<file path="src/logic/aid_map.vh">
`ifndef AID_MAP_VH
`define AID_MAP_VH

// Register byte offsets
`define AID_OFF_INSTR   8'h00
`define AID_OFF_PC      8'h04
`define AID_OFF_CTRL    8'h08
`define AID_OFF_CMD     8'h0C
`define AID_OFF_FLAGS   8'h10
`define AID_OFF_STATUS  8'h14
`define AID_OFF_RESULT  8'h18
`define AID_OFF_TARGET  8'h1C
// General registers r0..r15 at 8'h40 + 4*index
`define AID_RF_BASE_HI  2'h1

// CTRL bit positions
`define AID_CTRL_MAIN   0
`define AID_CTRL_INBLK  1
`define AID_CTRL_LAST   2
`define AID_CTRL_PASS   3
`define AID_CTRL_WIDE   4
`define AID_CTRL_RESET  5'h09

// CMD bit position
`define AID_CMD_GO      0

// FLAGS bit positions
`define AID_FLAG_V      0
`define AID_FLAG_C      1
`define AID_FLAG_Z      2
`define AID_FLAG_N      3

// STATUS bit positions
`define AID_ST_DONE     0
`define AID_ST_EXEC     1
`define AID_ST_UNDEF    2
`define AID_ST_UNPRED   3
`define AID_ST_REDIR    4
`define AID_ST_BRANCH   5
`define AID_ST_UNKNOWN  6
`define AID_ST_CODE_LO  8

// Redirect codes
`define AID_RD_NONE     3'h0
`define AID_RD_SP_REG   3'h1
`define AID_RD_SP_IMM   3'h2
`define AID_RD_CMN_REG  3'h3
`define AID_RD_CMN_IMM  3'h4

// Shift kinds
`define AID_SH_LSL      2'h0
`define AID_SH_LSR      2'h1
`define AID_SH_ASR      2'h2
`define AID_SH_ROR      2'h3
`define AID_SH_RRX      3'h4

// Register indices of note
`define AID_R_SP        4'hD
`define AID_R_PC        4'hF

`endif

</file>
<file path="src/logic/aid_add_exec.v">
// Local design decisions: the register addresses and the APB register port.
`include "aid_map.vh"

module aid_add_exec (
  // Clock and reset
  input  wire        clock,
  input  wire        rst_b,
  // APB slave
  input  wire        psel,
  input  wire        penable,
  input  wire        pwrite,
  input  wire [7:0]  paddr,
  input  wire [31:0] pwdata,
  output reg  [31:0] prdata,
  output reg         pready,
  output reg         pslverr,
  // Branch request toward fetch
  output reg         branch_valid_q,
  output reg  [31:0] branch_addr_q
);

  reg  [31:0] instr_q;
  reg  [31:0] pc_q;
  reg  [4:0]  ctrl_q;
  reg  [3:0]  flags_q;
  reg  [31:0] status_q;
  reg  [31:0] result_q;
  reg         go_q;
  reg  [31:0] rf_q [0:15];

  wire [15:0] hw1 = instr_q[31:16];
  wire [15:0] hw2 = instr_q[15:0];
  wire        main_ext = ctrl_q[`AID_CTRL_MAIN];
  wire        in_blk   = ctrl_q[`AID_CTRL_INBLK];
  wire        last_blk = ctrl_q[`AID_CTRL_LAST];
  wire        cond_ok  = ctrl_q[`AID_CTRL_PASS];
  wire        wide     = ctrl_q[`AID_CTRL_WIDE];
  wire [11:0] twelve_bit_immediate = {hw1[10], hw2[14:12], hw2[7:0]};
  wire [4:0]  amount_fields = {hw2[14:12], hw2[7:6]};

  // Modified-immediate constant expansion; bit 32 marks a bad encoding
  function [32:0] expand_imm;
    input [11:0] v;
    reg   [31:0] unrot;
    reg   [4:0]  rot;
    begin
      unrot = {24'h000000, 1'b1, v[6:0]};
      rot   = v[11:7];
      if (v[11:10] == 2'h0) begin
        case (v[9:8])
          2'h0: expand_imm = {1'b0, 24'h000000, v[7:0]};
          2'h1: expand_imm = {v[7:0] == 8'h00, 8'h00, v[7:0], 8'h00,
                              v[7:0]};
          2'h2: expand_imm = {v[7:0] == 8'h00, v[7:0], 8'h00, v[7:0],
                              8'h00};
          default: expand_imm = {v[7:0] == 8'h00, {4{v[7:0]}}};
        endcase
      end else begin
        expand_imm = {1'b0, (unrot >> rot) | (unrot << (6'd32 - {1'b0, rot}))};
      end
    end
  endfunction

  // Shifter; kind uses 3 bits so the carry rotate is its own case
  function [31:0] shift_val;
    input [31:0] v;
    input [2:0]  kind;
    input [5:0]  amt;
    input        cin;
    begin
      case (kind)
        {1'b0, `AID_SH_LSL}: shift_val = v << amt;
        {1'b0, `AID_SH_LSR}: shift_val = v >> amt;
        {1'b0, `AID_SH_ASR}: shift_val = $signed(v) >>> amt;
        {1'b0, `AID_SH_ROR}: shift_val = (v >> amt) | (v << (6'd32 - amt));
        `AID_SH_RRX:         shift_val = {cin, v[31:1]};
        default:             shift_val = v;
      endcase
    end
  endfunction

  // Register 15 is the program counter wherever it is read as a source
  function [31:0] src_val;
    input [3:0]  idx;
    input [31:0] gpr;
    input [31:0] pc;
    begin
      if (idx == `AID_R_PC)
        src_val = pc;
      else
        src_val = gpr;
    end
  endfunction

  // Decode results
  reg         known;
  reg         undef;
  reg         unpred;
  reg  [2:0]  redir;
  reg         setflags;
  reg         use_pc;
  reg         use_imm;
  reg         is_branch;
  reg  [3:0]  d_idx;
  reg  [3:0]  n_idx;
  reg  [3:0]  m_idx;
  reg  [31:0] imm32;
  reg  [2:0]  sh_kind;
  reg  [5:0]  sh_amt;
  reg  [32:0] exp_imm;

  always @* begin
    known     = 1'b0;
    undef     = 1'b0;
    unpred    = 1'b0;
    redir     = `AID_RD_NONE;
    setflags  = 1'b0;
    use_pc    = 1'b0;
    use_imm   = 1'b1;
    is_branch = 1'b0;
    d_idx     = 4'h0;
    n_idx     = 4'h0;
    m_idx     = 4'h0;
    imm32     = 32'h00000000;
    sh_kind   = {1'b0, `AID_SH_LSL};
    sh_amt    = 6'h00;
    exp_imm   = expand_imm(twelve_bit_immediate);
    if (!wide) begin
      if (hw2[15:9] == 7'h0E) begin
        known    = 1'b1;
        d_idx    = {1'b0, hw2[2:0]};
        n_idx    = {1'b0, hw2[5:3]};
        imm32    = {29'h00000000, hw2[8:6]};
        setflags = !in_blk;
      end else if (hw2[15:11] == 5'h06) begin
        known    = 1'b1;
        d_idx    = {1'b0, hw2[10:8]};
        n_idx    = {1'b0, hw2[10:8]};
        imm32    = {24'h000000, hw2[7:0]};
        setflags = !in_blk;
      end else if (hw2[15:9] == 7'h0C) begin
        known    = 1'b1;
        use_imm  = 1'b0;
        d_idx    = {1'b0, hw2[2:0]};
        n_idx    = {1'b0, hw2[5:3]};
        m_idx    = {1'b0, hw2[8:6]};
        setflags = !in_blk;
      end else if (hw2[15:8] == 8'h44) begin
        known    = 1'b1;
        use_imm  = 1'b0;
        d_idx    = {hw2[7], hw2[2:0]};
        n_idx    = {hw2[7], hw2[2:0]};
        m_idx    = hw2[6:3];
        if (d_idx == `AID_R_SP || m_idx == `AID_R_SP)
          redir = `AID_RD_SP_REG;
        if (n_idx == `AID_R_PC && m_idx == `AID_R_PC)
          unpred = 1'b1;
        if (d_idx == `AID_R_PC && in_blk && !last_blk)
          unpred = 1'b1;
        is_branch = (d_idx == `AID_R_PC);
      end else if (hw2[15:11] == 5'h14) begin
        known  = 1'b1;
        use_pc = 1'b1;
        d_idx  = {1'b0, hw2[10:8]};
        imm32  = {22'h000000, hw2[7:0], 2'h0};
      end
    end else if (!hw2[15]) begin
      if (hw1[15:11] == 5'h1E && hw1[9:5] == 5'h08) begin
        known    = 1'b1;
        d_idx    = hw2[11:8];
        n_idx    = hw1[3:0];
        setflags = hw1[4];
        imm32    = exp_imm[31:0];
        if (d_idx == `AID_R_PC && hw1[4])
          redir = `AID_RD_CMN_IMM;
        else if (n_idx == `AID_R_SP)
          redir = `AID_RD_SP_IMM;
        else if (!main_ext)
          undef = 1'b1;
        else if (d_idx == `AID_R_SP || (d_idx == `AID_R_PC && !hw1[4]) ||
                 n_idx == `AID_R_PC || exp_imm[32])
          unpred = 1'b1;
      end else if (hw1[15:11] == 5'h1E && hw1[9:4] == 6'h20) begin
        known  = 1'b1;
        d_idx  = hw2[11:8];
        n_idx  = hw1[3:0];
        use_pc = (hw1[3:0] == `AID_R_PC);
        imm32  = {20'h00000, twelve_bit_immediate};
        if (n_idx == `AID_R_SP)
          redir = `AID_RD_SP_IMM;
        else if (!main_ext)
          undef = 1'b1;
        else if (d_idx == `AID_R_SP || d_idx == `AID_R_PC)
          unpred = 1'b1;
      end else if (hw1[15:5] == 11'h758) begin
        known    = 1'b1;
        use_imm  = 1'b0;
        d_idx    = hw2[11:8];
        n_idx    = hw1[3:0];
        m_idx    = hw2[3:0];
        setflags = hw1[4];
        case (hw2[5:4])
          `AID_SH_LSL: begin
            sh_kind = {1'b0, `AID_SH_LSL};
            sh_amt  = {1'b0, amount_fields};
          end
          `AID_SH_LSR: begin
            sh_kind = {1'b0, `AID_SH_LSR};
            sh_amt  = {amount_fields == 5'h00, amount_fields};
          end
          `AID_SH_ASR: begin
            sh_kind = {1'b0, `AID_SH_ASR};
            sh_amt  = {amount_fields == 5'h00, amount_fields};
          end
          default: begin
            sh_kind = (amount_fields == 5'h00) ? `AID_SH_RRX :
                      {1'b0, `AID_SH_ROR};
            sh_amt  = (amount_fields == 5'h00) ? 6'h01 :
                      {1'b0, amount_fields};
          end
        endcase
        if (d_idx == `AID_R_PC && hw1[4])
          redir = `AID_RD_CMN_REG;
        else if (n_idx == `AID_R_SP)
          redir = `AID_RD_SP_REG;
        else if (!main_ext)
          undef = 1'b1;
        else if (d_idx == `AID_R_SP || (d_idx == `AID_R_PC && !hw1[4]) ||
                 n_idx == `AID_R_PC || m_idx == `AID_R_SP ||
                 m_idx == `AID_R_PC)
          unpred = 1'b1;
      end
    end
  end

  // Adder with carry in zero
  wire [31:0] pc_aligned = {pc_q[31:2], 2'h0};
  wire [31:0] src_n = src_val(n_idx, rf_q[n_idx], pc_q);
  wire [31:0] src_m = src_val(m_idx, rf_q[m_idx], pc_q);
  wire [31:0] op_a = use_pc ? pc_aligned : src_n;
  wire [31:0] op_b = use_imm ? imm32 :
                     shift_val(src_m, sh_kind, sh_amt,
                               flags_q[`AID_FLAG_C]);
  wire [32:0] sum  = {1'b0, op_a} + {1'b0, op_b};
  wire [31:0] res  = sum[31:0];
  wire        ovf  = (op_a[31] == op_b[31]) && (res[31] != op_a[31]);
  wire        commit = cond_ok && known && !undef && !unpred &&
                       redir == `AID_RD_NONE;

  // APB read decode
  wire        acc_setup = psel && !penable && !pready;
  wire        acc_done  = psel && penable && pready;
  wire        rf_hit    = paddr[7:6] == `AID_RF_BASE_HI && paddr[1:0] == 2'h0;
  reg  [31:0] rd_data;
  reg         rd_err;

  always @* begin
    rd_data = 32'h00000000;
    rd_err  = 1'b0;
    if (rf_hit) begin
      rd_data = rf_q[paddr[5:2]];
    end else begin
      case (paddr)
        `AID_OFF_INSTR:  rd_data = instr_q;
        `AID_OFF_PC:     rd_data = pc_q;
        `AID_OFF_CTRL:   rd_data = {27'h0000000, ctrl_q};
        `AID_OFF_CMD:    rd_data = {31'h00000000, go_q};
        `AID_OFF_FLAGS:  rd_data = {28'h0000000, flags_q};
        `AID_OFF_STATUS: rd_data = status_q;
        `AID_OFF_RESULT: rd_data = result_q;
        `AID_OFF_TARGET: rd_data = branch_addr_q;
        default:         rd_err  = 1'b1;
      endcase
    end
  end

  // APB response: no wait states, read data sampled in setup
  always @(posedge clock or negedge rst_b) begin
    if (!rst_b) begin
      pready  <= 1'b0;
      prdata  <= 32'h00000000;
      pslverr <= 1'b0;
    end else begin
      pready <= acc_setup;
      if (acc_setup) begin
        prdata  <= pwrite ? 32'h00000000 : rd_data;
        pslverr <= rd_err;
      end else begin
        pslverr <= 1'b0;
      end
    end
  end

  wire wr_en = acc_done && pwrite && !rd_err;
  integer i;

  // Software registers and execution commit
  always @(posedge clock or negedge rst_b) begin
    if (!rst_b) begin
      instr_q        <= 32'h00000000;
      pc_q           <= 32'h00000000;
      ctrl_q         <= `AID_CTRL_RESET;
      flags_q        <= 4'h0;
      status_q       <= 32'h00000000;
      result_q       <= 32'h00000000;
      go_q           <= 1'b0;
      branch_valid_q <= 1'b0;
      branch_addr_q  <= 32'h00000000;
      for (i = 0; i < 16; i = i + 1)
        rf_q[i] <= 32'h00000000;
    end else begin
      go_q           <= wr_en && paddr == `AID_OFF_CMD &&
                        pwdata[`AID_CMD_GO];
      branch_valid_q <= 1'b0;
      if (wr_en) begin
        if (rf_hit)
          rf_q[paddr[5:2]] <= pwdata;
        else begin
          case (paddr)
            `AID_OFF_INSTR: instr_q <= pwdata;
            `AID_OFF_PC:    pc_q    <= pwdata;
            `AID_OFF_CTRL:  ctrl_q  <= pwdata[4:0];
            `AID_OFF_FLAGS: flags_q <= pwdata[3:0];
            default: ;
          endcase
        end
      end
      if (go_q) begin
        status_q <= {21'h000000, redir, 1'b0, !known,
                     commit && is_branch, redir != `AID_RD_NONE,
                     unpred, undef, commit, 1'b1};
        result_q <= use_pc ? pc_aligned + imm32 : res;
        if (commit) begin
          if (is_branch) begin
            pc_q           <= res;
            branch_valid_q <= 1'b1;
            branch_addr_q  <= res;
          end else begin
            rf_q[d_idx] <= res;
          end
          if (setflags && !use_pc) begin
            flags_q[`AID_FLAG_N] <= res[31];
            flags_q[`AID_FLAG_Z] <= res == 32'h00000000;
            flags_q[`AID_FLAG_C] <= sum[32];
            flags_q[`AID_FLAG_V] <= ovf;
          end
        end
      end
    end
  end

endmodule

</file>
<file path="config.mk">
export PLATFORM = sky130hd
export DESIGN_NAME = aid_add_exec
export DESIGN_NICKNAME = d
export VERILOG_FILES = /design/src/logic/aid_add_exec.v
export VERILOG_INCLUDE_DIRS = /design/src /design/src/logic
export SDC_FILE = /design/constraint.sdc
export NUM_CORES = 2
export LEC_CHECK = 0
export BUFFER_PORTS_ARGS = -buffer_cell sky130_fd_sc_hd__buf_2
export CAP_MARGIN = 25
export CORE_MARGIN = 2
export CORE_UTILIZATION = 35
export DETAILED_ROUTE_END_ITERATION = 12
export HOLD_SLACK_MARGIN = 0.15
export PLACE_DENSITY = 0.46
export SYNTH_ARGS = -nofsm -noshare
export SYNTH_HDL_FRONTEND = slang
export SYNTH_SLANG_ARGS = --single-unit
</file>
<file path="constraint.sdc">
create_clock -name clock -period 10.87 [get_ports clock]
set_clock_uncertainty 0.05 [all_clocks]
set_input_delay 1.087 -clock clock [delete_from_list [all_inputs] [get_ports clock]]
set_output_delay 1.087 -clock clock [all_outputs]
set_load 0.02 [all_outputs]
</file>
==> flow_metrics.env <==
export IMPL_finalCriticalPeriod_ps=10640
export IMPL_grt_total_usage_pct=39.60
export IMPL_ys_ff_latch=695
export IMPL_vias=59250
export IMPL_placed_cell_area_um2=60770
export IMPL_clock_sinks=695
export IMPL_setup_worst_path_start="instr_q[21]$_DFFE_PN0P_"
export IMPL_setup_viol=0
export IMPL_vias_per_cell=6.648
export IMPL_synthTopCellsByArea="dfrtp_1 (30%), mux2i_1 (12%), nand2_1 (6.6%)"
export IMPL_cts_resized=0
export IMPL_place_gp_congestion=1.129
export IMPL_clock_latency_ps=750
export IMPL_wirelength_mm=340.2
export IMPL_synth_edff_count=0
export IMPL_cpMostUsedCell="or4_1"
export IMPL_fp_row_count=148
export IMPL_fin_crit_sh_pct=97.92
export IMPL_yosys_most_used_dff="dfrtp_1"
export IMPL_dieArea_um2=166000
export IMPL_yosysMostFrequentCell="nand2_1"
export IMPL_dieWidth_um=407.5
export IMPL_core_area_um2=162200
export IMPL_cts_setup_buffers=0
export IMPL_synth_top_cells_by_count="nand2_1 (1,002), mux2i_1 (698), dfrtp_1 (693)"
export IMPL_r2r_start="instr_q[21]$_DFFE_PN0P_"
export IMPL_path_clk_slew_ps=60
export IMPL_h_tree_depth=3
export IMPL_grt_pass1_vias=54460
export IMPL_maxCapViolations=0
export IMPL_cp_depth=31
export IMPL_fillers=16620
export IMPL_synth_area_um2=56980
export IMPL_cp_required_ps=11430
export IMPL_start_util_pct=35.13
export IMPL_p_leak_nw=24.06
export IMPL_r2r_slack_ps=230
export IMPL_yosysUniqueCellTypes=118
export IMPL_crit_family="simple AND/OR/NAND/NOR gates"
export IMPL_clock_fmax_mhz=93.95
export IMPL_numCtsBuffers=91
export IMPL_crit_path_end="flags_q[2]$_DFF_PN0_"
export IMPL_syn2layout_area_growth_pct=12.36
export IMPL_fin_tns_setup_ps=0
export IMPL_holdWs_ps=329.9
export IMPL_cts_hold_fix_buffers=0
export IMPL_yosysTopAreaCellShare_pct=30.43
export IMPL_end_kind="flop"
export IMPL_netlist_instances=6785
export IMPL_cts_root_buffer="clkbuf_16"
export IMPL_drive_above_1_share_pct=15.97
export IMPL_slew_viol_final=0
export IMPL_design_area_um2=64030
export IMPL_multi_input_area_um2=37220
export IMPL_dp_hpwl_mm=237.7
export IMPL_grt_max_degree=147
export IMPL_port_buffers=111
export IMPL_die_h_um=407.5
export IMPL_cp_slowest_cell="nor4b_4"
export IMPL_tritoncts="yes"
export IMPL_yosys_warnings=0
export IMPL_async_flop_share_pct=100.0
export IMPL_cp_max_fo=28
export IMPL_yosysSeqAreaShare_pct=30.53
export IMPL_postSynthAreaPerCell_um2=8.398
export IMPL_p_per_area_nw_per_um2=96.06
export IMPL_drtAntennaViolNets=0
export IMPL_nNetsFinal=6769
export IMPL_max_stage_delay_ps=850
export IMPL_synth_area_leader_cell="dfrtp_1"
export IMPL_drc=0
export IMPL_rr_endpoint="flags_q[2]$_DFF_PN0_"
export IMPL_grt_ovfl_total=0
export IMPL_pin_count=112
export IMPL_regArea_um2=17400
export IMPL_initialDrtViolationCount=9397
export IMPL_status="finished clean"
export IMPL_path_buf_inv=3
export IMPL_firstDrtPassIters=8
export IMPL_critPathKind="flop to flop"
export IMPL_critPathLaunchType="flop"
export IMPL_peakVddDrop_mv=0.1132
export IMPL_grt_pass1_wl_mm=465.1
export IMPL_relSlewSlack_pct=19.76
export IMPL_antenna_found_initial=34
export IMPL_reg2reg_depth=31
export IMPL_arrival_ps=11210
export IMPL_rsz0062_at_grt="false"
export IMPL_syn_nets=6900
export IMPL_wl_per_cell_um=38.17
export IMPL_final_util_pct=39.47
export IMPL_hold_viol=0
export IMPL_max_slew_worst_pin_slew_ps=1201
export IMPL_worstHoldPathType="input pin to async pin"
export IMPL_cts_buffer_depth=3
## how the worst min path moves through the flow
| stage | depth (start not counted) | to | slack, ps |
|---|---|---|---|
| 2_1_floorplan | 1 | status_q[0]$_DFFE_PN0P_ | 390 |
| 3_3_place_gp | 1 | status_q[0]$_DFFE_PN0P_ | 410 |
| 3_5_place_dp | 1 | status_q[0]$_DFFE_PN0P_ | 410 |
| 4_1_cts | 1 | rf_q[231]$_DFF_PN0_ | 360 |
| 5_1_grt | 1 | rf_q[231]$_DFF_PN0_ | 400 |
| 6_report | 1 | rf_q[231]$_DFF_PN0_ | 330 |
## through the flow
| step | power [mW] | instances | worst slack (ps) |
|---|---|---|---|
| 2_1_floorplan | 2.787 | 6785 | 2190 |
| 3_3_place_gp | 2.953 | 8715 | 222.2 |
| 3_5_place_dp | 2.953 | 8731 | 757.0 |
| 4_1_cts | 6.187 | 8894 | 704.8 |
| 5_1_grt | 6.303 | 8899 | 28.35 |
| 6_report | 6.151 | 8912 | 225.9 |
## cells in the final DEF, fill, tap and decap left out, drive strengths merged, types with 144 or more instances in the layout
| cell type | instances |
|---|---|
| dfrtp | 693 |
| mux2i | 701 |
| mux4 | 165 |
| nor2 | 644 |
| a211oi | 232 |
| nand2 | 1005 |
| buf | 437 |
| mux2 | 160 |
| a21oi | 579 |
| o21ai | 423 |
| a31oi | 145 |
| nand3 | 144 |
## worst register-to-register path: cells and delay by family, from the launching register on
kind | cells | cell delay [ps]
simple gates | 12 | 5360
compound gates | 11 | 2710
buf+inv | 3 | 720
fa+ha+maj | 2 | 670
mux | 2 | 500
flops | 1 | 420
xor+xnor | 1 | 80
## final cells by class
cell class / count / share of cell area, %
diodes: 13 / 0.05081
clock buffers: 132 / 4.221
clock inverters: 31 / 0.6703
inverters: 49 / 0.2873
multi-input cells: 5379 / 58.14
flip-flops and latches: 695 / 27.17
well taps: 2175 / 4.250
repair buffers: 438 / 5.214
## kinds of logic after synthesis
logic type	share of synthesized area (%)
AND/OR/NAND/NOR	17.24
flip-flops	30.53
XOR/XNOR	1.045
buffers and inverters	5.134
AO/OA/AOI/OAI	22.46
multiplexers	22.03
adder cells (fa/ha/maj)	1.563
## layer usage
layer / wire length, µm / GRT usage, %
met4: 23410 / 22.90
met2: 141400 / 56.87
met3: 37630 / 10.87
met1: 137500 / 53.15
met5: 197 / 0
## where the power goes
group	total (mW)	internal, mW	leakage (nW)	switching [mW]
clock network	3.24	1.91	1.53	1.33
registers	2.61	2.60	7.20	0.0116
logic	0.300	0.0751	15.3	0.225
## registers in the layout, summed over array words and instances, names as in the netlist
register        count
rf_q              512
branch_addr_q      32
instr_q            32
pc_q               32
prdata             32
result_q           32
status_q           10
ctrl_q              5
flags_q             4
branch_valid_q      1
go_q                1
pready              1
pslverr             1
(Power assumes the default switching activity.)
